$ cat src/uhpfc_pkg.sv
/*
  shared constants, types and serial engine functions for both ends of the
  host serial port. assumes a single 10 MHz clock in every user.
*/
package uhpfc_pkg;

  localparam int         CLK_HZ       = 10_000_000;
  localparam int         BUF_AW       = 6;
  localparam logic [6:0] BUF_DEPTH    = 7'h40;
  // cts goes high at this many free bytes or fewer, low again at the second
  localparam logic [6:0] CTS_OFF_FREE = 7'h11;
  localparam logic [6:0] CTS_ON_FREE  = 7'h22;
  localparam logic [3:0] SYNC_IDLE    = 4'hF;
  localparam logic       LINE_IDLE    = 1'b1;
  localparam logic [3:0] DATA_BITS    = 4'h8;
  localparam logic [1:0] PAR_NONE     = 2'h0;
  localparam logic [1:0] PAR_EVEN     = 2'h1;
  localparam logic [1:0] PAR_ODD      = 2'h2;
  localparam logic [1:0] PAR_MARK     = 2'h3;

  typedef enum logic {ST_IDLE, ST_BUSY} uhpfc_st_e;

  typedef struct packed {
    uhpfc_st_e   st;
    logic [15:0] cnt;
    logic [3:0]  idx;
    logic [7:0]  d;
    logic        pe;
    logic        done;
    logic        err;
  } uhpfc_rx_s;

  typedef struct packed {
    uhpfc_st_e   st;
    logic [15:0] cnt;
    logic [3:0]  left;
    logic [11:0] fr;
    logic        line;
  } uhpfc_tx_s;

  // clock cycles per bit for each baud setting
  function automatic logic [15:0] baud_div(input logic [2:0] sel);
    int rate;
    case (sel)
      3'h0:    rate = 1200;
      3'h1:    rate = 2400;
      3'h2:    rate = 4800;
      3'h3:    rate = 9600;
      3'h4:    rate = 19200;
      3'h5:    rate = 38400;
      3'h6:    rate = 57600;
      default: rate = 115200;
    endcase
    return 16'(CLK_HZ / rate);
  endfunction

  function automatic logic par_bit(input logic [7:0] d, input logic [1:0] par);
    case (par)
      PAR_EVEN: return ^d;
      PAR_ODD:  return ~^d;
      PAR_MARK: return 1'b1;
      default:  return 1'b0;
    endcase
  endfunction

  // three flops; filtered level {3} follows only when second and third agree
  function automatic logic [3:0] sync_step(input logic [3:0] s, input logic pin);
    return {(s[1] == s[2]) ? s[2] : s[3], s[1:0], pin};
  endfunction

  // start low, 8 data lsb first, optional parity, stop high
  function automatic uhpfc_rx_s rx_step(input uhpfc_rx_s r, input logic line,
                                        input logic [15:0] div, input logic [1:0] par);
    uhpfc_rx_s  n;
    logic [3:0] stop_idx;
    n        = r;
    n.done   = 1'b0;
    n.err    = 1'b0;
    stop_idx = (par == PAR_NONE) ? 4'h9 : 4'hA;
    case (r.st)
      ST_IDLE:
      begin
        if (!line)
        begin
          n.st  = ST_BUSY;
          n.cnt = div >> 1;
          n.idx = 4'h0;
          n.pe  = 1'b0;
        end
      end
      ST_BUSY:
      begin
        if (r.cnt != 16'h0)
          n.cnt = r.cnt - 16'h1;
        else
        begin
          n.cnt = div - 16'h1;
          n.idx = r.idx + 4'h1;
          if (r.idx == 4'h0)
          begin
            // glitch shorter than half a bit: not a start
            if (line)
              n.st = ST_IDLE;
          end
          else if (r.idx <= DATA_BITS)
            n.d = {line, r.d[7:1]};
          else if (r.idx == stop_idx)
          begin
            n.st   = ST_IDLE;
            n.done = 1'b1;
            n.err  = !line || r.pe;
          end
          else
            n.pe = (line != par_bit(r.d, par));
        end
      end
      default: n.st = ST_IDLE;
    endcase
    return n;
  endfunction

  function automatic uhpfc_tx_s tx_step(input uhpfc_tx_s t, input logic start,
                                        input logic [7:0] d, input logic [15:0] div,
                                        input logic [1:0] par, input logic stop2);
    uhpfc_tx_s n;
    n = t;
    case (t.st)
      ST_IDLE:
      begin
        n.line = LINE_IDLE;
        if (start)
        begin
          n.st   = ST_BUSY;
          n.cnt  = div - 16'h1;
          n.line = 1'b0;
          n.fr   = {4'hF, d};
          if (par != PAR_NONE)
            n.fr[8] = par_bit(d, par);
          n.left = 4'h9 + {3'h0, par != PAR_NONE} + {3'h0, stop2};
        end
      end
      ST_BUSY:
      begin
        if (t.cnt != 16'h0)
          n.cnt = t.cnt - 16'h1;
        else if (t.left == 4'h0)
        begin
          n.st   = ST_IDLE;
          n.line = LINE_IDLE;
        end
        else
        begin
          n.line = t.fr[0];
          n.fr   = {1'b1, t.fr[11:1]};
          n.left = t.left - 4'h1;
          n.cnt  = div - 16'h1;
        end
      end
      default: n.st = ST_IDLE;
    endcase
    return n;
  endfunction

endpackage

$ cat src/uhpfc_if.sv
/*
  serial pins between the module end and the host end.
  assumes both ends share sys_clk; lines are plain one-way wires.
*/
`timescale 1ns/1ps
interface uhpfc_if;
  logic din;
  logic dout;
  logic rts_n;
  logic cts_n;

  modport dev (
    input  din,
    input  rts_n,
    output dout,
    output cts_n
  );

  modport hst (
    output din,
    output rts_n,
    input  dout,
    input  cts_n
  );
endinterface

$ cat src/uhpfc_dev.sv
/*
  module end of the host serial port: receive buffer toward the radio,
  transmit buffer from the radio, cts and rts flow control.
  assumes the radio side shows a packet's length with its first byte.
*/
`timescale 1ns/1ps
module uhpfc_dev (
  // clock and reset
  input  wire logic          sys_clk,
  input  wire logic          rstn,
  // serial pins
  uhpfc_if.dev               pins,
  // settings
  input  wire logic [2:0]    baud_setting_cmd,
  input  wire logic [1:0]    parity_setting_cmd,
  input  wire logic          stop_bits_setting_cmd,
  input  wire logic          rts_flow_enable_cmd,
  input  wire logic          cts_flow_enable_cmd,
  // radio receive side, into the transmit buffer
  input  wire logic          rf_wr_valid,
  input  wire logic          rf_wr_first,
  input  wire logic [6:0]    rf_pkt_len,
  input  wire logic [7:0]    rf_wr_data,
  input  wire logic          rf_rx_active,
  output logic               rf_pkt_dropped,
  // radio transmit side, out of the receive buffer
  output logic               rfo_valid,
  output logic [7:0]         rfo_data,
  input  wire logic          rfo_ready,
  // status
  output logic [6:0]         rx_level,
  output logic [6:0]         tx_level,
  output logic               rx_frame_err,
  output logic               rx_overrun
);

  typedef struct packed {
    logic [3:0]                    din_s;
    logic [3:0]                    rts_s;
    uhpfc_pkg::uhpfc_rx_s          rx;
    logic [63:0][7:0]              rbuf;
    logic [uhpfc_pkg::BUF_AW-1:0]  rwp;
    logic [uhpfc_pkg::BUF_AW-1:0]  rrp;
    logic [6:0]                    rcnt;
    logic                          cts_n;
    uhpfc_pkg::uhpfc_tx_s          tx;
    logic [63:0][7:0]              tbuf;
    logic [uhpfc_pkg::BUF_AW-1:0]  twp;
    logic [uhpfc_pkg::BUF_AW-1:0]  trp;
    logic [6:0]                    tcnt;
    logic                          drop;
    logic                          dropped;
    logic                          ferr;
    logic                          ovr;
  } uhpfc_dev_s;

  uhpfc_dev_s  q;
  uhpfc_dev_s  d;
  logic [15:0] div;
  logic        rpush;
  logic        rpop;
  logic        tpush;
  logic        tpop;
  logic        tstart;
  logic        accept;
  logic [6:0]  rfree;
  logic [6:0]  tfree;

  assign div       = uhpfc_pkg::baud_div(baud_setting_cmd);
  assign rfo_valid = (q.rcnt != 7'h0) && !rf_rx_active;

  always_comb
  begin
    d         = q;
    d.dropped = 1'b0;
    d.ovr     = 1'b0;
    d.din_s   = uhpfc_pkg::sync_step(q.din_s, pins.din);
    d.rts_s   = uhpfc_pkg::sync_step(q.rts_s, pins.rts_n);

    // receive engine into the receive buffer
    d.rx   = uhpfc_pkg::rx_step(q.rx, q.din_s[3], div, parity_setting_cmd);
    d.ferr = d.rx.done && d.rx.err;
    rpush  = d.rx.done && !d.rx.err && (q.rcnt != uhpfc_pkg::BUF_DEPTH);
    if (d.rx.done && !d.rx.err && !rpush)
      d.ovr = 1'b1;
    if (rpush)
    begin
      d.rbuf[q.rwp] = d.rx.d;
      d.rwp         = q.rwp + 6'h1;
    end
    rpop = rfo_valid && rfo_ready;
    if (rpop)
      d.rrp = q.rrp + 6'h1;
    d.rcnt = q.rcnt + {6'h0, rpush} - {6'h0, rpop};

    // hysteresis keeps cts from chattering around one threshold
    rfree = uhpfc_pkg::BUF_DEPTH - d.rcnt;
    if (!cts_flow_enable_cmd)
      d.cts_n = 1'b0;
    else if (rfree <= uhpfc_pkg::CTS_OFF_FREE)
      d.cts_n = 1'b1;
    else if (rfree >= uhpfc_pkg::CTS_ON_FREE)
      d.cts_n = 1'b0;

    // radio packets into the transmit buffer, all or nothing
    tfree  = uhpfc_pkg::BUF_DEPTH - q.tcnt;
    accept = tfree >= rf_pkt_len;
    tpush  = 1'b0;
    if (rf_wr_valid && rf_wr_first)
    begin
      d.drop    = !accept;
      d.dropped = !accept;
      tpush     = accept;
    end
    else if (rf_wr_valid)
      tpush = !q.drop && (q.tcnt != uhpfc_pkg::BUF_DEPTH);
    if (tpush)
    begin
      d.tbuf[q.twp] = rf_wr_data;
      d.twp         = q.twp + 6'h1;
    end

    // a new character starts only while rts allows; the synchroniser delay
    // is the only overrun, well inside the five allowed
    tstart = (q.tcnt != 7'h0) && !(rts_flow_enable_cmd && q.rts_s[3]);
    tpop   = tstart && (q.tx.st == uhpfc_pkg::ST_IDLE);
    d.tx   = uhpfc_pkg::tx_step(q.tx, tstart, q.tbuf[q.trp], div,
                                parity_setting_cmd, stop_bits_setting_cmd);
    if (tpop)
      d.trp = q.trp + 6'h1;
    d.tcnt = q.tcnt + {6'h0, tpush} - {6'h0, tpop};
  end

  always_ff @(posedge sys_clk or negedge rstn)
  begin
    if (!rstn)
    begin
      q         <= '0;
      q.din_s   <= uhpfc_pkg::SYNC_IDLE;
      q.rts_s   <= uhpfc_pkg::SYNC_IDLE;
      q.tx.line <= uhpfc_pkg::LINE_IDLE;
    end
    else
      q <= d;
  end

  assign pins.dout      = q.tx.line;
  assign pins.cts_n     = q.cts_n;
  assign rfo_data       = q.rbuf[q.rrp];
  assign rf_pkt_dropped = q.dropped;
  assign rx_level       = q.rcnt;
  assign tx_level       = q.tcnt;
  assign rx_frame_err   = q.ferr;
  assign rx_overrun     = q.ovr;

endmodule

$ cat src/flat_wrapper.sv
// flat-port wrapper written by rule: the top's interface ports become plain ports
module uhpfc_dev_flat 
  (sys_clk, rstn, baud_setting_cmd, parity_setting_cmd, stop_bits_setting_cmd, rts_flow_enable_cmd, cts_flow_enable_cmd, rf_wr_valid, rf_wr_first, rf_pkt_len, rf_wr_data, rf_rx_active, rf_pkt_dropped, rfo_valid, rfo_data, rfo_ready, rx_level, tx_level, rx_frame_err, rx_overrun, pins_din, pins_rts_n, pins_dout, pins_cts_n);
  uhpfc_if pins_i ();
  input  wire logic sys_clk;
  input  wire logic rstn;
  input  wire logic [2:0] baud_setting_cmd;
  input  wire logic [1:0] parity_setting_cmd;
  input  wire logic stop_bits_setting_cmd;
  input  wire logic rts_flow_enable_cmd;
  input  wire logic cts_flow_enable_cmd;
  input  wire logic rf_wr_valid;
  input  wire logic rf_wr_first;
  input  wire logic [6:0] rf_pkt_len;
  input  wire logic [7:0] rf_wr_data;
  input  wire logic rf_rx_active;
  output logic rf_pkt_dropped;
  output logic rfo_valid;
  output logic [7:0] rfo_data;
  input  wire logic rfo_ready;
  output logic [6:0] rx_level;
  output logic [6:0] tx_level;
  output logic rx_frame_err;
  output logic rx_overrun;
  input wire logic [$bits(pins_i.din)-1:0] pins_din;
  input wire logic [$bits(pins_i.rts_n)-1:0] pins_rts_n;
  output wire logic [$bits(pins_i.dout)-1:0] pins_dout;
  output wire logic [$bits(pins_i.cts_n)-1:0] pins_cts_n;
  assign pins_i.din = pins_din;
  assign pins_i.rts_n = pins_rts_n;
  assign pins_dout = pins_i.dout;
  assign pins_cts_n = pins_i.cts_n;
  uhpfc_dev u_core (.sys_clk(sys_clk), .rstn(rstn), .pins(pins_i), .baud_setting_cmd(baud_setting_cmd), .parity_setting_cmd(parity_setting_cmd), .stop_bits_setting_cmd(stop_bits_setting_cmd), .rts_flow_enable_cmd(rts_flow_enable_cmd), .cts_flow_enable_cmd(cts_flow_enable_cmd), .rf_wr_valid(rf_wr_valid), .rf_wr_first(rf_wr_first), .rf_pkt_len(rf_pkt_len), .rf_wr_data(rf_wr_data), .rf_rx_active(rf_rx_active), .rf_pkt_dropped(rf_pkt_dropped), .rfo_valid(rfo_valid), .rfo_data(rfo_data), .rfo_ready(rfo_ready), .rx_level(rx_level), .tx_level(tx_level), .rx_frame_err(rx_frame_err), .rx_overrun(rx_overrun));
endmodule
$ cat config.mk
export PLATFORM = sky130hd
export DESIGN_NAME = uhpfc_dev_flat
export DESIGN_NICKNAME = d
export VERILOG_FILES = /design/src/uhpfc_pkg.sv /design/src/uhpfc_if.sv /design/src/uhpfc_dev.sv /design/src/flat_wrapper.sv
export SDC_FILE = /design/constraint.sdc
export NUM_CORES = 2
export LEC_CHECK = 0
export ABC_AREA = 1
export BUFFER_PORTS_ARGS = -buffer_cell sky130_fd_sc_hd__buf_2
export CAP_MARGIN = 20
export CORE_MARGIN = 3
export CORE_UTILIZATION = 29
export CTS_CLUSTER_DIAMETER = 120
export DETAILED_ROUTE_END_ITERATION = 16
export GPL_TIMING_DRIVEN = 0
export HOLD_SLACK_MARGIN = 0.12
export PLACE_DENSITY_LB_ADDON = 0.12
export SYNTH_ARGS = -nofsm -noshare
export SYNTH_HDL_FRONTEND = slang
export SYNTH_SLANG_ARGS = --single-unit
$ cat constraint.sdc
create_clock -name sys_clk -period 9.55 [get_ports sys_clk]
set_input_delay 0.955 -clock sys_clk [delete_from_list [all_inputs] [get_ports sys_clk]]
set_output_delay 0.955 -clock sys_clk [all_outputs]
set_load 0.005 [all_outputs]
# [Yosys cells after proc, flatten, opt, wreduce, memory -nomap -nowiden]
# Index checks and enable logic that the tools add are counted.
[classes] addsub=17 div_mod_pow=1 order_cmp=10 eq_ne=25 muxes=53 bitwise=2 reduce_logical=38
[ops] cell="$bwmux 512" n=2
[ops] cell="$pmux 17 s7" n=1
[ops] cell="$bmux 8 s6" n=2
[ops] cell="$demux 8 s6" n=2
[ops] cell="$pmux 34 s2" n=1
[ops] cell="$mux 8" n=6
[ops] cell="$sub 16x1->16 const B" n=3
[ops] cell="$pmux 21 s2" n=1
[ops] cell="$mux 34" n=1
[ops] cell="$div 25x32->32 const A" n=1
[ops] cell="$mux 16" n=2
[ops] cell="$mux 32" n=1
[ops] cell="$reduce_bool 16->1" n=2
[ops] cell="$lt 6x7->1 const B" n=4
[ops] cell="$add 6x1->6 const B" n=4
[ops] cell="$mux 1" n=23
[ops] cell="$mux 21" n=1
[ops] cell="$mux 17" n=1
[ops] cell="$reduce_xnor 8->1" n=2
[ops] cell="$reduce_xor 8->1" n=2
[ops] cell="$mux 15" n=1
[ops] cell="$add 7x1->7" n=2
[ops] cell="$ne 2x2->1 const B" n=7
[ops] cell="$ne 7x7->1 const B" n=2
[ops] cell="39 further kinds" n=72
[word_totals] reg_bits=1139 inputBits=31 out_inout_bits=28 word_cells=299

# [Depth between registers and ports, before layout]
[logic_depth] word_depth=24 depth_mapped=316 depth_no_buf=290

# [Worst setup path after synthesis]
# OpenSTA, ideal clock, no wires.
[synth_path] kind="input to register" from="in baud_setting_cmd[0]" to="reg u_core.q[1130] (netlist bit)" setup_ps=126 arrival_ps=39354 required_time_ps=9424 path_slack_ps=-29930 stages=284 path_buffers=31 cell_sequence="buf_4 -> inv_1 -> nand2_2 -> inv_1 -> clkbuf_1 -> nor3_1 -> ha_1 -> inv_1 -> nor2_1 -> nand4_1 -> nand2_2 -> inv_2 -> nor2_1 -> ha_1 -> a21oi_1 -> o21ai_0 -> a221oi_1 -> nand2_2 -> [... 248 more ...] -> clkinv_2 -> o31ai_1 -> inv_1 -> ha_1 -> nand2_1 -> nor2_1 -> a2111oi_0 -> nand2_4 -> a21oi_1 -> ha_1 -> inv_1 -> nor3_1 -> nand2_1 -> nor4_1 -> nand4_1 -> xor2_1 -> nor2_1 -> o32a_1"
[synth_via] elab_chain_len=6 word_cells_on_any_way=13 classes_between="1 x add/sub; 1 x div; 6 x eq/ne; 4 x mux; 1 x reduce/logical"
[synth_rtl] item="start, declared" line="flat_wrapper.sv:7" rtl="input wire logic [2:0] baud_setting_cmd;"
[synth_rtl] item="$eq 3x3->1 (tied with other cells)" line="uhpfc_pkg.sv:44" rtl="case (sel)"
[synth_rtl] item="$pmux 17 s7 (*)" line="uhpfc_pkg.sv:44"
[synth_rtl] item="$div 25x32->32 (*)" line="uhpfc_pkg.sv:54" rtl="return 16'(CLK_HZ / rate);"
[synth_rtl] item="$sub 16x1->16" line="uhpfc_pkg.sv:97" rtl="n.cnt = div - 16'h1;"
[synth_rtl] item="$mux 16" line="uhpfc_pkg.sv:93" rtl="if (r.cnt != 16'h0)"
[synth_rtl] item="$pmux 21 s2 (*)" line="uhpfc_pkg.sv:80" rtl="case (r.st)"
[synth_rtl] item="end, declared" line="uhpfc_dev.sv:57" rtl="uhpfc_dev_s q;"
# Every way passes the cells marked *; elsewhere a longest branch is shown, timed or not. The select of a mux whose other input is x is not followed.
# A chain may end at the register's enable or synchronous reset.

# [Worst setup path after layout]
[layout_path] from="in baud_setting_cmd[2]" to="reg u_core.q[1126] (netlist bit)"
# Same word-level chain as after synthesis.

==> metrics.csv <==
stage;metric;value;unit
status;status;finished, violations left;
status;violations;setup timing;
timing;fin_hold_ws;0.1050;ns
final_layout;syn_to_final_growth;28.17;%
timing;final_max_slew_viol_count;0;
final_layout;mostFrequentLayoutCell;nand2_1;
synthesis;synthAdderAreaFrac;0.04422;
final_layout;final_layout_size_suffix_gt1_frac;0.1964;
global_route;grt_overflow;0;
synthesis;yosys_warnings;0;
synthesis;ys_ff_latch;1139;
timing;setup-violations-final;32;
critical_path;worst_setup_path_end_kind;flop;
place;io_buffers;58;
timing;slew_headroom;0.1606;
timing;min_period;36.02;ns
timing;tightest_slew;1.259;ns
clock_tree;clock_latency;0.80;ns
synthesis;syn_avg_cell_area;7.500;um^2
route;drtAntennaViolNets;0;
clock_tree;clock_path_buffers;3;
critical_path;worst-path-max-fanout;8;
place;hpwl;257800;um
final_layout;most-common-layout-cells;nand2_1, o21ai_0, dfrtp_1;
global_route;grt_pass1_wl;512100;um
run;drv_cap;0;
clock_tree;htreeDepth;4;
synthesis;synth_xor_area_frac;0.02895;
global_route;grt_max_degree;157;
critical_path;slowest_delay;0.43;ns
route;wire_per_inst;25.74;um
floorplanning;start_util;0.2923;
synthesis;yosys_most_used_dff;dfrtp_1;
synthesis;synth_top_family_by_area;simple AND/OR/NAND/NOR gates;
critical_path;critPathSlowestCell;fa_2;
route;first_pass_iters;8;
worst_hold_path;hp-class;input pin to asynchronous set/reset pin;
clock_tree;clkTransAtPathRegs;0.06;ns
critical_path;required;10.21;ns
synthesis;syn-cell-area;72090;um^2
route;drtIter0Drc;7939;
route;vias;75450;
synthesis;synthSimpleGateAreaFrac;0.2618;
timing;rsz0062_at_grt;true;
synthesis;yosysSeqAreaShare;0.3955;
route;avgViaCountPerCell;5.426;
timing;skew;0.03135;ns
floorplanning;dieArea;254600;um^2
floorplanning;die_h;504.6;um
clock_tree;cts_tree;yes;
final_layout;nets;10770;
floorplanning;fp-row-count;182;
global_route;grtUsageTotal;0.2702;
timing;hold_violations;0;
floorplanning;ios;59;
synthesis;synthArstFlopShare;1.000;
timing;min_period_over_period;3.772;
clock_tree;cts-root-buf;clkbuf_16;
route;drc;0;
global_route;grt_pass1_vias;72530;
synthesis;synth.area.mux_share;0.01513;
clock_tree;cts_buffers;131;
clock_tree;clock-sinks;1139;
route;drt-total-wl;358000;um
critical_path;crit_type;input pin to flop;
critical_path;critPathArrivalTime;36.68;ns
synthesis;synth_edf_count;0;
floorplanning;core;246600;um^2
synthesis;syn_inst;9612;
critical_path;crit_top_cell;nand2_4;
critical_path;start_kind;input pin;
place;gp_congestion;0.9622;
synthesis;ys_types;91;
global_route;antenna_found_initial;20;
timing;max_freq;0.02776;GHz
timing;worst_slack;-26.47;ns
synthesis;synth_compound_area_frac;0.1816;
floorplanning;fp.dieW;504.6;um
-- synth_stat cells (27+ instances only) --
| cell type | count | area, um^2 |
|---|---|---|
| a21oi_1 | 269 | 1346 |
| a31oi_1 | 34 | 212.7 |
| buf_1 | 35 | 131.4 |
| buf_6 | 31 | 349.1 |
| clkbuf_1 | 430 | 1614 |
| dfrtp_1 | 1130 | 28280 |
| ha_1 | 242 | 3028 |
| inv_1 | 620 | 2327 |
| inv_2 | 32 | 120.1 |
| mux2i_1 | 109 | 1091 |
| nand2_1 | 2311 | 8675 |
| nand2_2 | 113 | 706.9 |
| nand2_4 | 33 | 371.6 |
| nand3_1 | 444 | 2222 |
| nand3_2 | 46 | 460.4 |
| nand3b_1 | 27 | 202.7 |
| nand4_1 | 138 | 863.3 |
| nor2_1 | 1022 | 3836 |
| nor2_2 | 40 | 250.2 |
| nor3_1 | 74 | 370.4 |
| o211ai_1 | 41 | 307.8 |
| o21ai_0 | 1534 | 7677 |
| o221ai_1 | 109 | 954.7 |
| o32ai_1 | 155 | 1358 |
| or2_2 | 29 | 181.4 |
| xnor2_1 | 81 | 709.4 |
| xor2_1 | 148 | 1296 |
-- critical path: cells and delay by family --
family | cells | cell delay [ns]
xor+xnor | 2 | 0.37
buf+inv | 85 | 9.06
simple gates | 129 | 12.76
compound gates | 53 | 7.63
fa+ha+maj | 22 | 5.68
-- state kept, by name, indices dropped and copies added (netlist names) --
register	cells
u_core.rx_frame_err	1
u_core.tx_level	7
u_core.d	4
u_core.pins.cts_n	1
u_core.rf_pkt_dropped	1
u_core.rx_overrun	1
u_core.pins.dout	1
u_core.rx_level	7
u_core.q	1116
-- final cells by class --
| cell class | count | area (um^2) |
|---|---|---|
| clock inverter | 39 | 481.7 |
| buffer | 548 | 3027 |
| clock buffer | 195 | 3844 |
| inverter | 684 | 2785 |
| fill | 25750 | 154200 |
| timing repair inverter | 3 | 22.52 |
| timing repair buffer | 730 | 6663 |
| multi-input combinational | 7248 | 42900 |
| antenna | 7 | 17.52 |
| tap | 3312 | 4144 |
| sequential | 1139 | 28510 |
-- routing by layer --
metal | share of wire | track usage | wire length [um]
met1 | 0.44 | 0.3734 | 156700
met2 | 0.45 | 0.4255 | 159300
met3 | 0.072 | 0.03777 | 25810
met4 | 0.045 | 0.1052 | 16040
met5 | 0.00015 | 0 | 53
-- per-stage QoR --
step	cell area, um^2	std cells	worst slack (ns)	utilization	setup TNS, ns
floorplan	72990	9617	-25.39	-	-787.74
global placement	77420	12990	-35.62	0.3139	-
global route	92390	13900	-28.03	0.3746	-878.46
detailed placement	79070	13080	-35.60	0.3206	-1110.12
finish	92400	13910	-26.47	0.3747	-829.31
CTS	89870	13760	-25.80	0.3644	-805.72
-- cells by family after synthesis --
group,after synthesis
compound gates,2297
xor+xnor,234
fa+ha+maj,251
buf+inv,1233
flops,1139
mux,109
other cells,1
simple gates,4348
-- worst paths after layout --
| path | startpoint | cells past startpoint | endpoint | slack [ns] |
|---|---|---|---|---|
| worst max-delay path | baud_setting_cmd[2] | 291 | u_core.q[1126]$_DFFE_PN0P_ | -26.47 |
| worst min-delay path | rstn | 1 | u_core.q[188]$_DFFE_PN0P_ | 0.10 |
| worst max register to register | u_core.q[1116]$_DFFE_PN0P_ | 26 | u_core.pins.cts_n$_DFFE_PN0P_ | 3.85 |
| worst min register to register | u_core.d[1134]$_DFF_PN1_ | 0 | u_core.d[1135]$_DFF_PN1_ | 0.35 |
| max in group asynchronous | rstn | 3 | u_core.q[707]$_DFFE_PN0P_ | 7.20 |
| min in group sys_clk | pins_rts_n | 1 | u_core.d[1134]$_DFF_PN1_ | 0.29 |
-- timing repair --
| item | 4_1_cts | 5_1_grt |
|---|---|---|
| gates resized for setup | 673 | 322 |
| cloned | 17 | 2 |
| hold buffers | 0 | 0 |
| endpoints found under the setup margin | 32 | 32 |
| pin swaps | 348 | 271 |
| buffers inserted | 433 | 129 |
Power is not shown: default switching activity piles up to over one toggle a cycle in this logic, so the estimate is an artifact.
